### src/inc/adc_seq_pkg.sv
package adc_seq_pkg;
   // ==========================================================
   // register byte addresses
   localparam logic [4:0] status_control_first_addr = 5'h00;
   localparam logic [4:0] status_control_second_addr = 5'h04;
   localparam logic [4:0] result_high_addr = 5'h08;
   localparam logic [4:0] result_low_addr = 5'h0c;
   localparam logic [4:0] compare_value_high_addr = 5'h10;
   localparam logic [4:0] compare_value_low_addr = 5'h14;
   localparam logic [4:0] converter_configuration_addr = 5'h18;
   localparam logic [4:0] mode_control_addr = 5'h1c;
   // ==========================================================
   // field positions
   localparam int sc1_complete_bit = 7;
   localparam int sc1_irq_enable_bit = 6;
   localparam int sc1_continuous_bit = 5;
   localparam int sc2_active_bit = 7;
   localparam int sc2_hw_trigger_bit = 6;
   localparam int sc2_compare_enable_bit = 5;
   localparam int sc2_compare_greater_bit = 4;
   localparam int cfg_low_power_bit = 7;
   localparam int cfg_long_sample_bit = 4;
   localparam logic [4:0] channel_disabled = 5'h1f;
   localparam logic [1:0] mode_ten_bit = 2'h2;
   localparam logic [1:0] clock_async = 2'h3;
   localparam logic [7:0] status_control_first_reset = 8'h1f;
   localparam logic [1:0] resp_okay = 2'h0;
   localparam logic [1:0] resp_slverr = 2'h2;
   // ==========================================================
   // timing, in conversion clock cycles, async startup and transfer in bus clock cycles
   localparam logic [5:0] sample_short_cycles = 6'h03;
   localparam logic [5:0] sample_long_cycles = 6'h17;
   localparam logic [5:0] approx_8bit_cycles = 6'h0c;
   localparam logic [5:0] approx_10bit_cycles = 6'h0f;
   localparam logic [5:0] first_extra_cycles = 6'h03;
   localparam int bus_clock_mhz = 10;
   localparam int async_startup_us = 5;
   localparam int async_startup_cycles = async_startup_us * bus_clock_mhz;
   localparam logic [5:0] async_startup_count = 6'(async_startup_cycles);
   localparam logic [2:0] transfer_bus_cycles = 3'h5;

   typedef enum logic [2:0] {
      st_idle, st_startup, st_sample, st_approx, st_transfer
   } seq_state_t;
endpackage : adc_seq_pkg

### src/rtl/adc_conversion_sequencer.sv
module adc_conversion_sequencer (
   input wire logic aclk,
   input wire logic aresetn,
   input wire logic [4:0] s_axi_awaddr,
   input wire logic s_axi_awvalid,
   output logic s_axi_awready,
   input wire logic [31:0] s_axi_wdata,
   input wire logic [3:0] s_axi_wstrb,
   input wire logic s_axi_wvalid,
   output logic s_axi_wready,
   output logic [1:0] s_axi_bresp,
   output logic s_axi_bvalid,
   input wire logic s_axi_bready,
   input wire logic [4:0] s_axi_araddr,
   input wire logic s_axi_arvalid,
   output logic s_axi_arready,
   output logic [31:0] s_axi_rdata,
   output logic [1:0] s_axi_rresp,
   output logic s_axi_rvalid,
   input wire logic s_axi_rready,
   input wire logic hardware_trigger_input,
   input wire logic wait_mode,
   input wire logic stop_mode,
   input wire logic alternate_clock,
   input wire logic async_conversion_clock,
   input wire logic [9:0] core_result,
   output logic conversion_irq,
   output logic async_clock_enable,
   output logic core_sample,
   output logic core_convert,
   output logic [4:0] core_channel,
   output logic core_low_power,
   output logic core_ten_bit
);
   // ==========================================================
   // state
   typedef struct packed {
      logic awready;
      logic wready;
      logic have_aw;
      logic have_w;
      logic [4:0] waddr;
      logic [31:0] wdata;
      logic [3:0] wstrb;
      logic bvalid;
      logic [1:0] bresp;
      logic arready;
      logic rvalid;
      logic [31:0] rdata;
      logic [1:0] rresp;
      logic [7:0] sc1;
      logic [7:0] sc2;
      logic [7:0] cfg;
      logic [9:0] compare;
      logic [9:0] result;
      logic read_half;
      logic [2:0] trig_sync;
      logic [1:0] wait_sync;
      logic [1:0] stop_sync;
      adc_seq_pkg::seq_state_t state;
      logic first;
      logic [5:0] count;
      logic [2:0] bus_count;
      logic irq;
   } core_state_t;

   core_state_t r;
   core_state_t next_r;
   logic tick;
   logic conv_run;

   // ==========================================================
   // helpers
   function automatic logic [31:0] merge(input logic [31:0] old_v,
         input logic [31:0] new_v, input logic [3:0] strb);
      logic [31:0] m;
      m = old_v;
      for (int i = 0; i < 4; i++) begin
         if (strb[i]) begin
            m[i*8 +: 8] = new_v[i*8 +: 8];
         end
      end
      return m;
   endfunction : merge

   function automatic logic mapped(input logic [4:0] a);
      return a[1:0] == 2'h0 && a <= adc_seq_pkg::mode_control_addr;
   endfunction : mapped

   conv_clock_divider u_div (
      .aclk(aclk),
      .aresetn(aresetn),
      .run(conv_run),
      .source_select(r.cfg[1:0]),
      .divide_select(r.cfg[6:5]),
      .alternate_clock(alternate_clock),
      .async_conversion_clock(async_conversion_clock),
      .tick(tick)
   );

   assign conv_run = r.state != adc_seq_pkg::st_idle;

   // ==========================================================
   // next state
   always_comb begin
      logic wr_go;
      logic [31:0] wv;
      logic [7:0] wb;
      logic start;
      logic abort;
      logic restart;
      logic trig_rise;
      logic async_sel;
      logic ten;
      logic [10:0] diff;
      logic [9:0] cmp;
      logic [9:0] res;
      logic hit;
      logic do_store;
      wr_go = 1'b0;
      wv = 32'h0;
      wb = 8'h0;
      start = 1'b0;
      abort = 1'b0;
      restart = 1'b0;
      diff = 11'h0;
      hit = 1'b0;
      do_store = 1'b0;
      res = 10'h0;
      cmp = 10'h0;
      next_r = r;
      next_r.trig_sync = {r.trig_sync[1:0], hardware_trigger_input};
      next_r.wait_sync = {r.wait_sync[0], wait_mode};
      next_r.stop_sync = {r.stop_sync[0], stop_mode};
      trig_rise = r.trig_sync[1] & ~r.trig_sync[2];
      async_sel = r.cfg[1:0] == adc_seq_pkg::clock_async;
      ten = r.cfg[3:2] == adc_seq_pkg::mode_ten_bit;
      // bus write channels
      if (s_axi_awvalid && r.awready) begin
         next_r.have_aw = 1'b1;
         next_r.waddr = s_axi_awaddr;
         next_r.awready = 1'b0;
      end
      if (s_axi_wvalid && r.wready) begin
         next_r.have_w = 1'b1;
         next_r.wdata = s_axi_wdata;
         next_r.wstrb = s_axi_wstrb;
         next_r.wready = 1'b0;
      end
      if (r.have_aw && r.have_w && !r.bvalid) begin
         wr_go = mapped(r.waddr);
         wv = merge(32'h0, r.wdata, r.wstrb);
         wb = wv[7:0];
         next_r.have_aw = 1'b0;
         next_r.have_w = 1'b0;
         next_r.bvalid = 1'b1;
         next_r.bresp = wr_go ? adc_seq_pkg::resp_okay
                              : adc_seq_pkg::resp_slverr;
      end
      if (r.bvalid && s_axi_bready) begin
         next_r.bvalid = 1'b0;
         next_r.awready = 1'b1;
         next_r.wready = 1'b1;
      end
      if (wr_go && r.wstrb[0]) begin
         case (r.waddr)
            adc_seq_pkg::status_control_first_addr: begin
               next_r.sc1[6:0] = wb[6:0];
               abort = 1'b1;
               start = wb[4:0] != adc_seq_pkg::channel_disabled;
            end
            adc_seq_pkg::status_control_second_addr: begin
               next_r.sc2[6:4] = wb[6:4];
               abort = 1'b1;
            end
            adc_seq_pkg::compare_value_high_addr: begin
               next_r.compare[9:8] = wb[1:0];
               abort = 1'b1;
            end
            adc_seq_pkg::compare_value_low_addr: begin
               next_r.compare[7:0] = wb;
               abort = 1'b1;
            end
            adc_seq_pkg::converter_configuration_addr: begin
               next_r.cfg = wb;
               abort = 1'b1;
            end
            default: begin
            end
         endcase
      end
      // bus read channel
      if (s_axi_arvalid && r.arready) begin
         next_r.arready = 1'b0;
         next_r.rvalid = 1'b1;
         next_r.rresp = mapped(s_axi_araddr) ? adc_seq_pkg::resp_okay
                                             : adc_seq_pkg::resp_slverr;
         case (s_axi_araddr)
            adc_seq_pkg::status_control_first_addr:
               next_r.rdata = {24'h0, r.sc1};
            adc_seq_pkg::status_control_second_addr:
               next_r.rdata = {24'h0, conv_run, r.sc2[6:4], 4'h0};
            adc_seq_pkg::result_high_addr: begin
               next_r.rdata = {30'h0, r.result[9:8]};
               next_r.read_half = ten;
            end
            adc_seq_pkg::result_low_addr: begin
               next_r.rdata = {24'h0, r.result[7:0]};
               next_r.read_half = 1'b0;
               next_r.sc1[adc_seq_pkg::sc1_complete_bit] = 1'b0;
            end
            adc_seq_pkg::compare_value_high_addr:
               next_r.rdata = {30'h0, r.compare[9:8]};
            adc_seq_pkg::compare_value_low_addr:
               next_r.rdata = {24'h0, r.compare[7:0]};
            adc_seq_pkg::converter_configuration_addr:
               next_r.rdata = {24'h0, r.cfg};
            adc_seq_pkg::mode_control_addr:
               next_r.rdata = {30'h0, r.stop_sync[1], r.wait_sync[1]};
            default:
               next_r.rdata = 32'h0;
         endcase
      end
      if (r.rvalid && s_axi_rready) begin
         next_r.rvalid = 1'b0;
         next_r.arready = 1'b1;
      end
      // hardware trigger honoured only while idle, also in wait, in stop only with the async clock
      if (r.sc2[adc_seq_pkg::sc2_hw_trigger_bit] && trig_rise
          && r.state == adc_seq_pkg::st_idle) begin
         start = 1'b1;
      end
      if (r.sc2[adc_seq_pkg::sc2_hw_trigger_bit]) begin
         start = start & trig_rise;
      end
      // software start is a bus write, impossible while the cpu sleeps
      // conversion sequencer
      case (r.state)
         adc_seq_pkg::st_idle: begin
         end
         adc_seq_pkg::st_startup: begin
            if (r.count == 6'h0) begin
               next_r.state = adc_seq_pkg::st_sample;
               next_r.count = r.cfg[adc_seq_pkg::cfg_long_sample_bit]
                  ? adc_seq_pkg::sample_long_cycles
                  : adc_seq_pkg::sample_short_cycles;
            end else begin
               next_r.count = r.count - 6'h1;
            end
         end
         adc_seq_pkg::st_sample: begin
            if (tick) begin
               if (r.count == 6'h0) begin
                  next_r.state = adc_seq_pkg::st_approx;
                  next_r.count = (ten ? adc_seq_pkg::approx_10bit_cycles
                                      : adc_seq_pkg::approx_8bit_cycles)
                     + (r.first ? adc_seq_pkg::first_extra_cycles
                                : 6'h0);
               end else begin
                  next_r.count = r.count - 6'h1;
               end
            end
         end
         adc_seq_pkg::st_approx: begin
            if (tick) begin
               if (r.count == 6'h0) begin
                  next_r.state = adc_seq_pkg::st_transfer;
                  next_r.bus_count = adc_seq_pkg::transfer_bus_cycles;
               end else begin
                  next_r.count = r.count - 6'h1;
               end
            end
         end
         adc_seq_pkg::st_transfer: begin
            if (r.bus_count != 3'h1) begin
               next_r.bus_count = r.bus_count - 3'h1;
            end else begin
               res = ten ? core_result : {2'h0, core_result[7:0]};
               cmp = ten ? r.compare : {2'h0, r.compare[7:0]};
               diff = {1'b0, res} + {1'b1, ~cmp} + 11'h1;
               hit = r.sc2[adc_seq_pkg::sc2_compare_greater_bit]
                     ? !diff[10] : diff[10];
               do_store = !r.sc2[adc_seq_pkg::sc2_compare_enable_bit]
                          || hit;
               next_r.state = adc_seq_pkg::st_idle;
               if (do_store && !r.read_half) begin
                  next_r.result = r.sc2[adc_seq_pkg::sc2_compare_enable_bit]
                     ? diff[9:0] : res;
                  next_r.sc1[adc_seq_pkg::sc1_complete_bit] = 1'b1;
               end
               restart = r.sc1[adc_seq_pkg::sc1_continuous_bit]
                  || (r.read_half
                      && (do_store || r.sc1[adc_seq_pkg::sc1_continuous_bit]));
            end
         end
         default: next_r.state = adc_seq_pkg::st_idle;
      endcase
      if (r.stop_sync[1] && !async_sel && conv_run) begin
         next_r.state = adc_seq_pkg::st_idle;
         restart = 1'b0;
      end else if (abort) begin
         next_r.state = adc_seq_pkg::st_idle;
      end
      if ((start && !(r.stop_sync[1] && !async_sel)) || restart) begin
         next_r.first = start;
         if (async_sel && start) begin
            next_r.state = adc_seq_pkg::st_startup;
            next_r.count = adc_seq_pkg::async_startup_count;
         end else begin
            next_r.state = adc_seq_pkg::st_sample;
            next_r.count = r.cfg[adc_seq_pkg::cfg_long_sample_bit]
               ? adc_seq_pkg::sample_long_cycles
               : adc_seq_pkg::sample_short_cycles;
         end
      end
      next_r.irq = next_r.sc1[adc_seq_pkg::sc1_complete_bit]
                   & next_r.sc1[adc_seq_pkg::sc1_irq_enable_bit];
   end

   always_ff @(posedge aclk) begin
      if (!aresetn) begin
         r <= '0;
         r.awready <= 1'b1;
         r.wready <= 1'b1;
         r.arready <= 1'b1;
         r.sc1 <= adc_seq_pkg::status_control_first_reset;
         r.state <= adc_seq_pkg::st_idle;
      end else begin
         r <= next_r;
      end
   end

   // ==========================================================
   // outputs
   assign s_axi_awready = r.awready;
   assign s_axi_wready = r.wready;
   assign s_axi_bvalid = r.bvalid;
   assign s_axi_bresp = r.bresp;
   assign s_axi_arready = r.arready;
   assign s_axi_rvalid = r.rvalid;
   assign s_axi_rdata = r.rdata;
   assign s_axi_rresp = r.rresp;
   assign conversion_irq = r.irq;
   assign async_clock_enable = r.state != adc_seq_pkg::st_idle
      && r.cfg[1:0] == adc_seq_pkg::clock_async;
   assign core_sample = r.state == adc_seq_pkg::st_sample;
   assign core_convert = r.state == adc_seq_pkg::st_approx;
   assign core_channel = r.sc1[4:0];
   assign core_low_power = r.cfg[adc_seq_pkg::cfg_low_power_bit];
   assign core_ten_bit = r.cfg[3] & ~r.cfg[2];
endmodule : adc_conversion_sequencer

### src/rtl/conv_clock_divider.sv
module conv_clock_divider (
   input wire logic aclk,
   input wire logic aresetn,
   input wire logic run,
   input wire logic [1:0] source_select,
   input wire logic [1:0] divide_select,
   input wire logic alternate_clock,
   input wire logic async_conversion_clock,
   output logic tick
);
   // ==========================================================
   // source edge detection and divide by 1, 2, 4 or 8
   typedef struct packed {
      logic alt_meta;
      logic alt_sync;
      logic alt_last;
      logic ack_meta;
      logic ack_sync;
      logic ack_last;
      logic half;
      logic [2:0] count;
      logic tick;
   } div_state_t;

   div_state_t r;
   div_state_t next_r;
   logic src_edge;
   logic [2:0] limit;

   always_comb begin
      next_r = r;
      next_r.alt_meta = alternate_clock;
      next_r.alt_sync = r.alt_meta;
      next_r.alt_last = r.alt_sync;
      next_r.ack_meta = async_conversion_clock;
      next_r.ack_sync = r.ack_meta;
      next_r.ack_last = r.ack_sync;
      next_r.half = ~r.half;
      case (source_select)
         2'h0: src_edge = 1'b1;
         2'h1: src_edge = r.half;
         2'h2: src_edge = r.alt_sync & ~r.alt_last;
         default: src_edge = r.ack_sync & ~r.ack_last;
      endcase
      limit = 3'((4'h1 << divide_select) - 4'h1);
      next_r.tick = 1'b0;
      if (!run) begin
         next_r.count = 3'h0;
      end else if (src_edge) begin
         if (r.count >= limit) begin
            next_r.count = 3'h0;
            next_r.tick = 1'b1;
         end else begin
            next_r.count = r.count + 3'h1;
         end
      end
   end

   always_ff @(posedge aclk) begin
      if (!aresetn) begin
         r <= '0;
      end else begin
         r <= next_r;
      end
   end

   assign tick = r.tick;
endmodule : conv_clock_divider

### config.mk
export PLATFORM = sky130hd
export DESIGN_NAME = adc_conversion_sequencer
export DESIGN_NICKNAME = d
export VERILOG_FILES = /design/src/inc/adc_seq_pkg.sv /design/src/rtl/adc_conversion_sequencer.sv /design/src/rtl/conv_clock_divider.sv
export SDC_FILE = /design/constraint.sdc
export NUM_CORES = 1
export LEC_CHECK = 0
export BUFFER_PORTS_ARGS = -buffer_cell sky130_fd_sc_hd__clkbuf_2
export CAP_MARGIN = 25
export CORE_ASPECT_RATIO = 0.8
export CORE_MARGIN = 10
export CORE_UTILIZATION = 43
export CTS_CLUSTER_SIZE = 8
export DETAILED_ROUTE_END_ITERATION = 6
export GPL_TIMING_DRIVEN = 0
export PLACE_DENSITY = 0.65
export RECOVER_POWER = 25
export SYNTH_ARGS = -nofsm -noshare
export SYNTH_HDL_FRONTEND = slang
export SYNTH_HIERARCHICAL = 1
export SYNTH_SLANG_ARGS = --single-unit
export TNS_END_PERCENT = 5
### constraint.sdc
create_clock -name aclk -period 4.42 [get_ports aclk]
set_input_delay 0.221 -clock aclk [delete_from_list [all_inputs] [get_ports aclk]]
set_output_delay 0.221 -clock aclk [all_outputs]
set_load 0.02 [all_outputs]
==> results of run 1 <==
-- state kept, by name, summed over array words and instances (netlist names), 4 cells and up --
register,cells
next_r,4
u_div/next_r,4
u_div/r,6
core_channel,5
s_axi_rdata,8
r,66
-- path summary, 6_finish.rpt --
path	to	slack [ns]	cells after the start
worst max-delay path	r[31]$_SDFFE_PN0P_	1.23	10
worst min-delay path	next_r[15]$_SDFF_PN0_	0.07	2
worst max register to register	r[31]$_SDFFE_PN0P_	1.23	10
worst min register to register	u_div/next_r[5]$_SDFF_PN0_	0.44	1
-- placed cells by master (no fill, tap or decap), types with 10 or more instances in the layout --
| cell type | synthesis | layout |
|---|---|---|
| mux2i_1 | 27 | 27 |
| a22oi_1 | 10 | 10 |
| and2_1 | 23 | 18 |
| nand3_1 | 20 | 20 |
| a21oi_1 | 57 | 57 |
| ha_1 | 19 | 19 |
| o211ai_1 | 10 | 10 |
| nor2_1 | 86 | 86 |
| inv_1 | 35 | 35 |
| nor3_1 | 16 | 16 |
| clkbuf_1 | 22 | 37 |
| o21ai_0 | 22 | 22 |
| buf_4 | 41 | 41 |
| conb_1 | 1 | 26 |
| clkbuf_2 | 0 | 50 |
| nand2_1 | 78 | 78 |
| dfxtp_1 | 103 | 103 |
| a211oi_1 | 14 | 14 |
-- layout make-up --
cell class | count | area [sq um]
fill | 1249 | 6330
multi-input combinational | 520 | 3150
sequential | 103 | 2060
buffer | 67 | 415
timing repair buffer | 64 | 303
clock buffer | 10 | 229
tap | 175 | 219
inverter | 38 | 143
clock inverter | 6 | 65.1
-- through the flow --
stage	setup WS [ns]	instances	util [%]	instance area [sq um]	hold slack (ns)
after floorplan	1.80	728	-	5770	0.321
after detailed placement	1.31	967	48.9	6310	0.424
after global routing	1.12	983	51.0	6590	0.0666
after global placement	1.35	967	48.9	6310	0.417
final	1.23	983	51.0	6590	0.0688
after CTS	1.30	983	51.2	6610	0.0643
-- kinds of logic (layout without fill, tap and decap cells) --
| logic type | count (synthesis) | count (layout) | share of synthesized area [%] |
|---|---|---|---|
| AOI/OAI and AO/OA | 170 | 170 | 20.6 |
| muxes | 30 | 30 | 5.35 |
| DFF | 103 | 103 | 36.3 |
| adders and majority gates | 20 | 20 | 4.54 |
| and+or+nand+nor | 270 | 270 | 22.7 |
| xor gates and xnor gates | 4 | 4 | 0.617 |
| other | 1 | 26 | 0.0660 |
| buffers and inverters | 105 | 185 | 9.82 |
-- where the power goes --
part	internal (W)	switching (W)	total [W]	leakage, nW
registers	0.000995	0.0000606	0.00106	0.838
clock network	0.000400	0.000390	0.000790	0.144
logic	0.000263	0.000415	0.000677	1.69
total	0.00166	0.000865	0.00252	2.68
-- critical path, stage by stage, from the launching register on --
cell and delay [ns]:
dfxtp_1 0.37, nor2b_1 0.66, nand2_1 0.12, ha_1 0.44
o21a_1 0.16, nor2_1 0.06, a21o_1 0.19, a211oi_4 0.52
buf_6 0.24, nand4_1 0.16, o211a_1 0.17
-- layer usage --
layer / track usage (%) / routed length (microns) / up-vias
met5: 0 / 0 / -
met4: 4.33 / 206 / 0
met3: 4.49 / 1230 / 19
li1: - / - / 2580
met1: 24.3 / 7810 / 2473
met2: 27.0 / 7290 / 214
==> flow_summary_export.csv, run 1 <==
group,metric,value,unit
synthesis,netlist-cell-type-count,74,
clocking,tritoncts,"built",
routing,routedWlPerCell,16.8,microns
cells_and_area,area_delta_synth_final,16.0,%
synthesis,ys_seq_elements,103,
synthesis,synth_area_leaders,"dfxtp_1 36%, nor2_1 5.7%, buf_4 5.4%",
routing,route.antenna.remaining_nets,0,
worst_setup_path,crit_fanout,10,
synthesis,ys_warn_count,6,
sta,tns,0,ns
grt,gr-usage-all-layers,17.6,%
synthesis,synthCells,703,
run,cap_violations,0,
worst_setup_path,r2r_start,"r[45]$_SDFFE_PN0P_",
synthesis,ys_top_cells_by_count,"103 x dfxtp_1, 86 x nor2_1, 78 x nand2_1",
synthesis,synth-edff-count,0,
power,powerDensity,383,nW/um^2
synthesis,yosysTopAreaCellShare,36.3,%
clocking,cts_hold_buf,0,
synthesis,synth-async-reset-ratio,0,%
routing,vias,5286,
clocking,clk_pin_slew,0.07,ns
placement,portBuffers,64,
grt,grt_pass1_wl,25800,microns
sta,tightest_slew,0.876,ns
worst_setup_path,setup.worst_path.start,"r[45]$_SDFFE_PN0P_",
synthesis,synth_top_area_cell,"dfxtp_1",
synthesis,netlist_area,5680,sq um
worst_setup_path,arrival,3.44,ns
clocking,cts_setup_buffers,0,
clocking,clock-root-buffer,"clkbuf_16",
sta,fmax,313,MHz
sta,finalMaxSlewViolations,0,
cells_and_area,layout-drive-gt1-share,16.7,%
floorplanning,die_y,123,microns
sta,rsz0062_at_grt,"false",
grt,grt_pass1_vias,4928,
clocking,cts-htree-levels,3,
routing,viasPerCell,5.38,
routing,firstDrtPassIters,7,
cells_and_area,antenna_cells,0,
clocking,cts_num_sinks,103,
sta,setup_viol,0,
power,leakagePower,2.68,nW
grt,grt_max_degree,20,
worst_setup_path,cp-start-kind,"flop",
hold_path,worstHoldStart,"stop_mode",
sta,finalCriticalPeriod,3.19,ns
worst_setup_path,worst_setup_path_end_kind,"flop",
clocking,numCtsBuffers,9,
sta,skew,0.0104,ns
floorplanning,die-width,149,microns
floorplanning,core,12900,sq um
clocking,clk_latency,0.36,ns
worst_setup_path,critPathRequiredTime,4.67,ns
clocking,cts_resized,0,
sta,hold_viol_final,0,
routing,wl,16500,microns
run_status,outcome,"finished clean",
routing,drt_iter0_markers,410,
grt,grt_overflow_total,0,
worst_setup_path,worstSetupPathType,"reg -> reg",
floorplanning,dieArea,18200,sq um
power,power.total,0.00252,W
synthesis,synth.most_common_cell,"dfxtp_1",
floorplanning,ios,120,
clocking,clockBufferDepth,2,
hold_path,hold_class,"in -> reg",
placement,globalplace.congestion,0.917,
synthesis,synth_flop_cell,"dfxtp_1",
grt,antenna_found_initial,0,
synthesis,avgSynthCellArea,8.08,sq um
cells_and_area,nets,891,
placement,dp_hpwl,12800,microns
sta,post-route-period-util,72.2,%
power,ir_drop,249,uV
sta,timing.slew.headroom,41.1,%
floorplanning,rows,37,
synthesis,ys_seq_area_share,36.3,%
floorplanning,start_util,44.0,%
routing,drc,0,
Power figures use the tool's default switching activity.
==> run 2, diff against run 1 <==
ABC_AREA = 1   (was not set)
clock period = 3.1 ns   (was 4.42 ns; I/O delays follow)
==> flow_summary_export.csv, run 2 <==
group,metric,value,unit
worst_setup_path,worst_setup_path_end_kind,"flop",
cells_and_area,top_register,"r",
sta,finalMaxSlewViolations,0,
sta,timing.slew.headroom,50.7,%
cells_and_area,final_common_cell,"nand2_1",
synthesis,synth-edff-count,0,
power,p_int,0.00236,W
power,netSwitchingFraction,32.4,%
power,ir_drop,302,uV
synthesis,ys_warn_count,6,
hold_path,hold_class,"in -> reg",
routing,routedWlPerCell,14.2,microns
floorplanning,die-width,148,microns
power,leakagePower,3.09,nW
cells_and_area,layout-drive-gt1-share,16.1,%
floorplanning,ios,120,
synthesis,avgSynthCellArea,7.10,sq um
worst_setup_path,r2r_start,"r[45]$_SDFFE_PN0P_",
floorplanning,die_y,122,microns
cells_and_area,nets,984,
synthesis,synth_flop_cell,"dfxtp_1",
sta,hold_viol_final,0,
routing,viasPerCell,4.78,
power,power_frac_seq,42.6,%
synthesis,yosysTopAreaCellShare,36.7,%
power,combPwrFrac,24.1,%
grt,grt_pass1_wl,24800,microns
worst_setup_path,crit_fanout,7,
synthesis,netlist-cell-type-count,48,
clocking,tritoncts,"built",
grt,antenna_found_initial,0,
cells_and_area,nFillCells,1316,
clocking,cts-htree-levels,3,
cells_and_area,stdcell_count,1076,
sta,fin_hold_ws,0.0163,ns
routing,route.antenna.remaining_nets,0,
clocking,clock-root-buffer,"clkbuf_16",
power,power.total,0.00349,W
worst_setup_path,arrival,3.03,ns
grt,grt_pass1_vias,4799,
sta,tightest_slew,0.735,ns
synthesis,synth-async-reset-ratio,0,%
placement,globalplace.congestion,0.939,
synthesis,netlist_area,5630,sq um
sta,post-route-period-util,90.0,%
clocking,clk_pin_slew,0.07,ns
routing,vias,5139,
worst_setup_path,setup.worst_path.start,"r[45]$_SDFFE_PN0P_",
grt,gr-usage-all-layers,16.9,%
sta,rsz0062_at_grt,"false",
placement,portBuffers,65,
routing,drt_iter0_markers,425,
clocking,clk_latency,0.35,ns
clocking,cts_num_sinks,103,
power,powerDensity,530,nW/um^2
placement,post-place-cells,1057,
routing,wl,15300,microns
sta,skew,0.00609,ns
hold_path,worstHoldStart,"stop_mode",
worst_setup_path,critPathRequiredTime,3.34,ns
power,p_sw,0.00113,W
sta,setup_viol,0,
routing,drc,0,
run,cap_violations,0,
grt,grt_max_degree,19,
clocking,clockBufferDepth,2,
power,clockPowerShare,33.3,%
synthesis,synth_area_leaders,"dfxtp_1 37%, nand2_1 8.7%, inv_1 8.3%",
cells_and_area,final_cell_mix,"131 x nand2_1, 125 x inv_1, 103 x dfxtp_1",
synthesis,ys_seq_area_share,36.7,%
floorplanning,start_util,43.9,%
run_status,outcome,"finished clean",
clocking,numCtsBuffers,9,
cells_and_area,antenna_cells,0,
routing,firstDrtPassIters,5,
cells_and_area,area_delta_synth_final,17.0,%
placement,dp_hpwl,12100,microns
sta,finalCriticalPeriod,2.79,ns
floorplanning,dieArea,18100,sq um
synthesis,synth_top_area_cell,"dfxtp_1",
worst_setup_path,worstSetupPathType,"reg -> reg",
sta,fmax,358,MHz
synthesis,synthCells,792,
synthesis,ys_seq_elements,103,
cells_and_area,largest_register_ffs,66,
synthesis,ys_top_cells_by_count,"131 x nand2_1, 125 x inv_1, 103 x dfxtp_1",
synthesis,synth.most_common_cell,"nand2_1",
grt,grt_overflow_total,0,
floorplanning,rows,37,
floorplanning,core,12800,sq um
worst_setup_path,cp-start-kind,"flop",
[run 2: cell types whose count changed after synthesis, sizes merged, moves of 10 or more]
cell,before,now
inv,36,127
nand2,79,143
o21ai,25,78
mux2i,27,0
and2,23,0
nand3,20,38
a211oi,16,2
a21oi,59,70
a22oi,10,0
nor2,86,76
[run 2: repair_timing]
action | CTS | global route
setup endpoints to repair | 10 | 11
pin swaps | 0 | 0
buffers inserted | 0 | 0
hold buffers | 3 | 0
resized for setup | 1 | 1
hold endpoints to repair | 3 | 0
[run 2: kinds of logic (layout without fill, tap and decap cells)]
| family | after synthesis | after routing | synth area share [%] |
|---|---|---|---|
| xor+xnor | 11 | 11 | 1.71 |
| other cells | 1 | 26 | 0.0667 |
| compound gates | 185 | 185 | 18.5 |
| simple gates | 283 | 283 | 23.0 |
| fa+ha+maj | 20 | 20 | 4.58 |
| flops | 103 | 103 | 36.7 |
| buf+inv | 189 | 273 | 15.5 |
[run 2: routing by layer]
metal	share of wire, %	track usage, %
met1	52	25.1
met3	7.6	3.79
met5	0	0
met4	1.5	4.45
met2	38	23.8
[run 2: cell type report]
class	instances	area, sq um	share of cell area [%]
tap	175	219	3.33
sequential	103	2060	31.3
clock inverter	7	78.8	1.20
buffer	62	395	6.01
clock buffer	9	225	3.42
multi-input combinational	525	2790	42.3
inverter	127	477	7.24
timing repair buffer	68	339	5.15
[run 2: final timing paths]
check             cells after the start  slack (ns)                     to
setup / recovery                     17        0.31      r[8]$_SDFFE_PN0P_
hold reg to reg                       1        0.41  u_div/r[4]$_SDFF_PN0_
setup reg to reg                     17        0.31      r[8]$_SDFFE_PN0P_
hold / removal                        3        0.02  next_r[15]$_SDFF_PN0_
[run 2: worst max-delay path, stage by stage, from the launching register on]
cell and delay [ns]:
dfxtp_1 0.32, inv_1 0.08, nor2_4 0.23, inv_1 0.16
nor2_1 0.16, ha_1 0.31, nand2_1 0.10, inv_1 0.04
a21oi_1 0.19, nand3_1 0.10, nand2_1 0.07, nand3_1 0.11
nand2_1 0.10, nand2_1 0.08, nand2_2 0.16, nand3b_1 0.20
o21ai_0 0.21, nor2_1 0.06
[run 2: power by group through the flow]
stage	sequential (W)	combinational [W]	clock [W]
after global routing	0.00150	0.000952	0.00124
after CTS	0.00148	0.000830	0.00118
after global placement	0.00151	0.000815	0
after floorplan	0.00151	0.000639	0
final	0.00149	0.000839	0.00116
after detailed placement	0.00151	0.000824	0
[run 2: metrics by stage]
| stage | instance area, sq um | TNS, ns | util [%] | setup WS (ns) |
|---|---|---|---|---|
| after detailed placement | 6260 | -0.484 | 48.8 | -0.0747 |
| after global placement | 6260 | -0.237 | 48.8 | -0.0414 |
| after global routing | 6580 | 0 | 51.3 | 0.0439 |
| final | 6580 | 0 | 51.3 | 0.309 |
| after CTS | 6600 | 0 | 51.5 | 0.159 |
| after floorplan | 5720 | 0 | - | 0.544 |
==> run 3, diff against run 2 <==
CORE_ASPECT_RATIO = 0.7   (was 0.8)
==> flow_summary_export.csv, run 3 (synthesis gave the netlist of run 2 again) <==
group,metric,value,unit
routing,viasPerCell,4.91,
cells_and_area,nFillCells,1283,
clocking,clock-root-buffer,"clkbuf_16",
sta,hold_viol_final,0,
sta,finalCriticalPeriod,2.77,ns
worst_setup_path,crit_chain,"inv_1, nor2_4, inv_1, nor2_1, ha_1, nand2_1, inv_1, a21oi_1, nand4_1, nand3_1, nand2_1, inv_1, nand2_2, inv_1, nor2_1, nor4_1",
clocking,cts-htree-levels,3,
worst_setup_path,path_buf_inv,5,
worst_setup_path,reg2reg_slack,0.33,ns
placement,portBuffers,65,
routing,routedWlPerCell,14.7,microns
routing,wl,15700,microns
cells_and_area,nets,984,
grt,grt_overflow_total,0,
cells_and_area,top_register,"r",
hold_path,hold_class,"in -> reg",
floorplanning,dieArea,18100,sq um
floorplanning,start_util,44.7,%
cells_and_area,largest_register_ffs,66,
worst_setup_path,cp-start-kind,"flop",
worst_setup_path,critPathRequiredTime,3.32,ns
sta,fmax,360,MHz
power,powerDensity,526,nW/um^2
worst_setup_path,critPathTopFamily,"simple AND/OR/NAND/NOR gates",
power,leakagePower,3.10,nW
power,p_int,0.00229,W
power,combPwrFrac,24.3,%
cells_and_area,stdcell_count,1063,
placement,post-place-cells,1044,
worst_setup_path,arrival,2.99,ns
placement,dp_hpwl,12400,microns
sta,tightest_slew,0.773,ns
routing,firstDrtPassIters,6,
worst_setup_path,worst_setup_path_end_kind,"flop",
grt,grt_max_degree,20,
clocking,clk_latency,0.35,ns
cells_and_area,final_cell_mix,"131 x nand2_1, 125 x inv_1, 103 x dfxtp_1",
clocking,tritoncts,"built",
cells_and_area,antenna_cells,0,
grt,antenna_found_initial,0,
floorplanning,rows,34,
clocking,cts_setup_buffers,0,
clocking,clockBufferDepth,2,
floorplanning,ios,120,
power,netSwitchingFraction,33.6,%
power,power_frac_seq,43.2,%
worst_setup_path,crit_fanout,8,
cells_and_area,final_common_cell,"nand2_1",
sta,skew,0.00529,ns
cells_and_area,design_area,6550,sq um
clocking,numCtsBuffers,9,
worst_setup_path,critical_path.max_stage_delay,0.34,ns
sta,post-route-period-util,89.5,%
routing,vias,5216,
routing,drt_iter0_markers,448,
power,clockPowerShare,32.5,%
placement,globalplace.congestion,0.920,
cells_and_area,multi_input_area,2790,sq um
floorplanning,die-width,157,microns
run,cap_violations,0,
sta,rsz0062_at_grt,"false",
floorplanning,die_y,116,microns
sta,finalMaxSlewViolations,0,
worst_setup_path,worstSetupPathType,"reg -> reg",
run_status,outcome,"finished clean",
placement,place_area,6250,sq um
cells_and_area,seqCellArea,2060,sq um
grt,gr-usage-all-layers,17.1,%
worst_setup_path,crit_slowest_cell,"dfxtp_1",
placement,place_ws,0.0228,ns
floorplanning,core,12600,sq um
sta,fin_ws,0.325,ns
grt,grt_pass1_vias,4633,
clocking,cts_num_sinks,103,
power,ir_drop,270,uV
sta,setup_viol,0,
routing,route.antenna.remaining_nets,0,
grt,grt_pass1_wl,24600,microns
worst_setup_path,crit_top_cell,"inv_1",
sta,timing.slew.headroom,48.0,%
routing,drc,0,
cells_and_area,area_delta_synth_final,16.5,%
clocking,clk_pin_slew,0.07,ns
power,p_sw,0.00116,W
cells_and_area,layout-drive-gt1-share,16.2,%
-- run 3: worst paths after layout --
check,start,endpoint,cells past startpoint
worst min register to register,u_div/next_r[9]$_SDFF_PN0_,u_div/next_r[8]$_SDFF_PN0_,2
worst max-delay path,r[45]$_SDFFE_PN0P_,conversion_irq$_SDFF_PN0_,16
worst min-delay path,hardware_trigger_input,next_r[19]$_SDFF_PN0_,3
worst max register to register,r[45]$_SDFFE_PN0P_,conversion_irq$_SDFF_PN0_,16
-- run 3: worst reg2reg max path, cell delays in order, from the launching register on --
cell	delay (ns)
dfxtp_1	0.34
inv_1	0.10
nor2_4	0.23
inv_1	0.15
nor2_1	0.15
ha_1	0.31
nand2_1	0.11
inv_1	0.04
a21oi_1	0.18
nand4_1	0.11
nand3_1	0.11
nand2_1	0.05
inv_1	0.06
nand2_2	0.12
inv_1	0.21
nor2_1	0.09
nor4_1	0.30
-- run 3: power by group through the flow --
stage | combinational [W] | sequential (W) | clock, W
3_3_place_gp | 0.000822 | 0.00152 | 0
5_1_grt | 0.000951 | 0.00150 | 0.00119
2_1_floorplan | 0.000639 | 0.00151 | 0
6_report | 0.000838 | 0.00149 | 0.00112
3_5_place_dp | 0.000825 | 0.00152 | 0
4_1_cts | 0.000832 | 0.00149 | 0.00113
-- run 3: area by class of cell --
type | instances | share of cell area (%)
plain buffers | 62 | 6.01
inverters | 127 | 7.27
clock buffers | 9 | 3.44
flip-flops and latches | 103 | 31.5
well taps | 162 | 3.09
repair buffers | 68 | 5.19
clock inverters | 7 | 0.955
multi-input cells | 525 | 42.6
-- run 3: through the flow --
stage / setup TNS (ns) / total power [W] / hold slack (ns) / utilization (%)
floorplan: 0 / 0.00214 / 0.253 / -
global placement: -0.00406 / 0.00234 / 0.339 / 49.6
detailed placement: 0 / 0.00234 / 0.357 / 49.6
CTS: 0 / 0.00345 / 0.00282 / 52.2
global route: 0 / 0.00364 / 0.0332 / 52.0
finish: 0 / 0.00345 / 0.00930 / 52.0
-- run 3: per-layer routing --
metal  vias to the layer above  GRT usage (%)  share of wire, %
li1                       2715              -                 -
met1                      2315           26.0                51
met2                       177           22.6                37
met3                         9           6.03                11
met4                         0           2.70              0.45
met5                         -              0                 0
-- run 3: timing repair --
item                                    in CTS  in global routing
hold endpoints to repair                     3                  0
gates resized for setup                      1                  1
hold buffers                                 3                  0
gates cloned                                 0                  0
endpoints found under the setup margin       3                  8
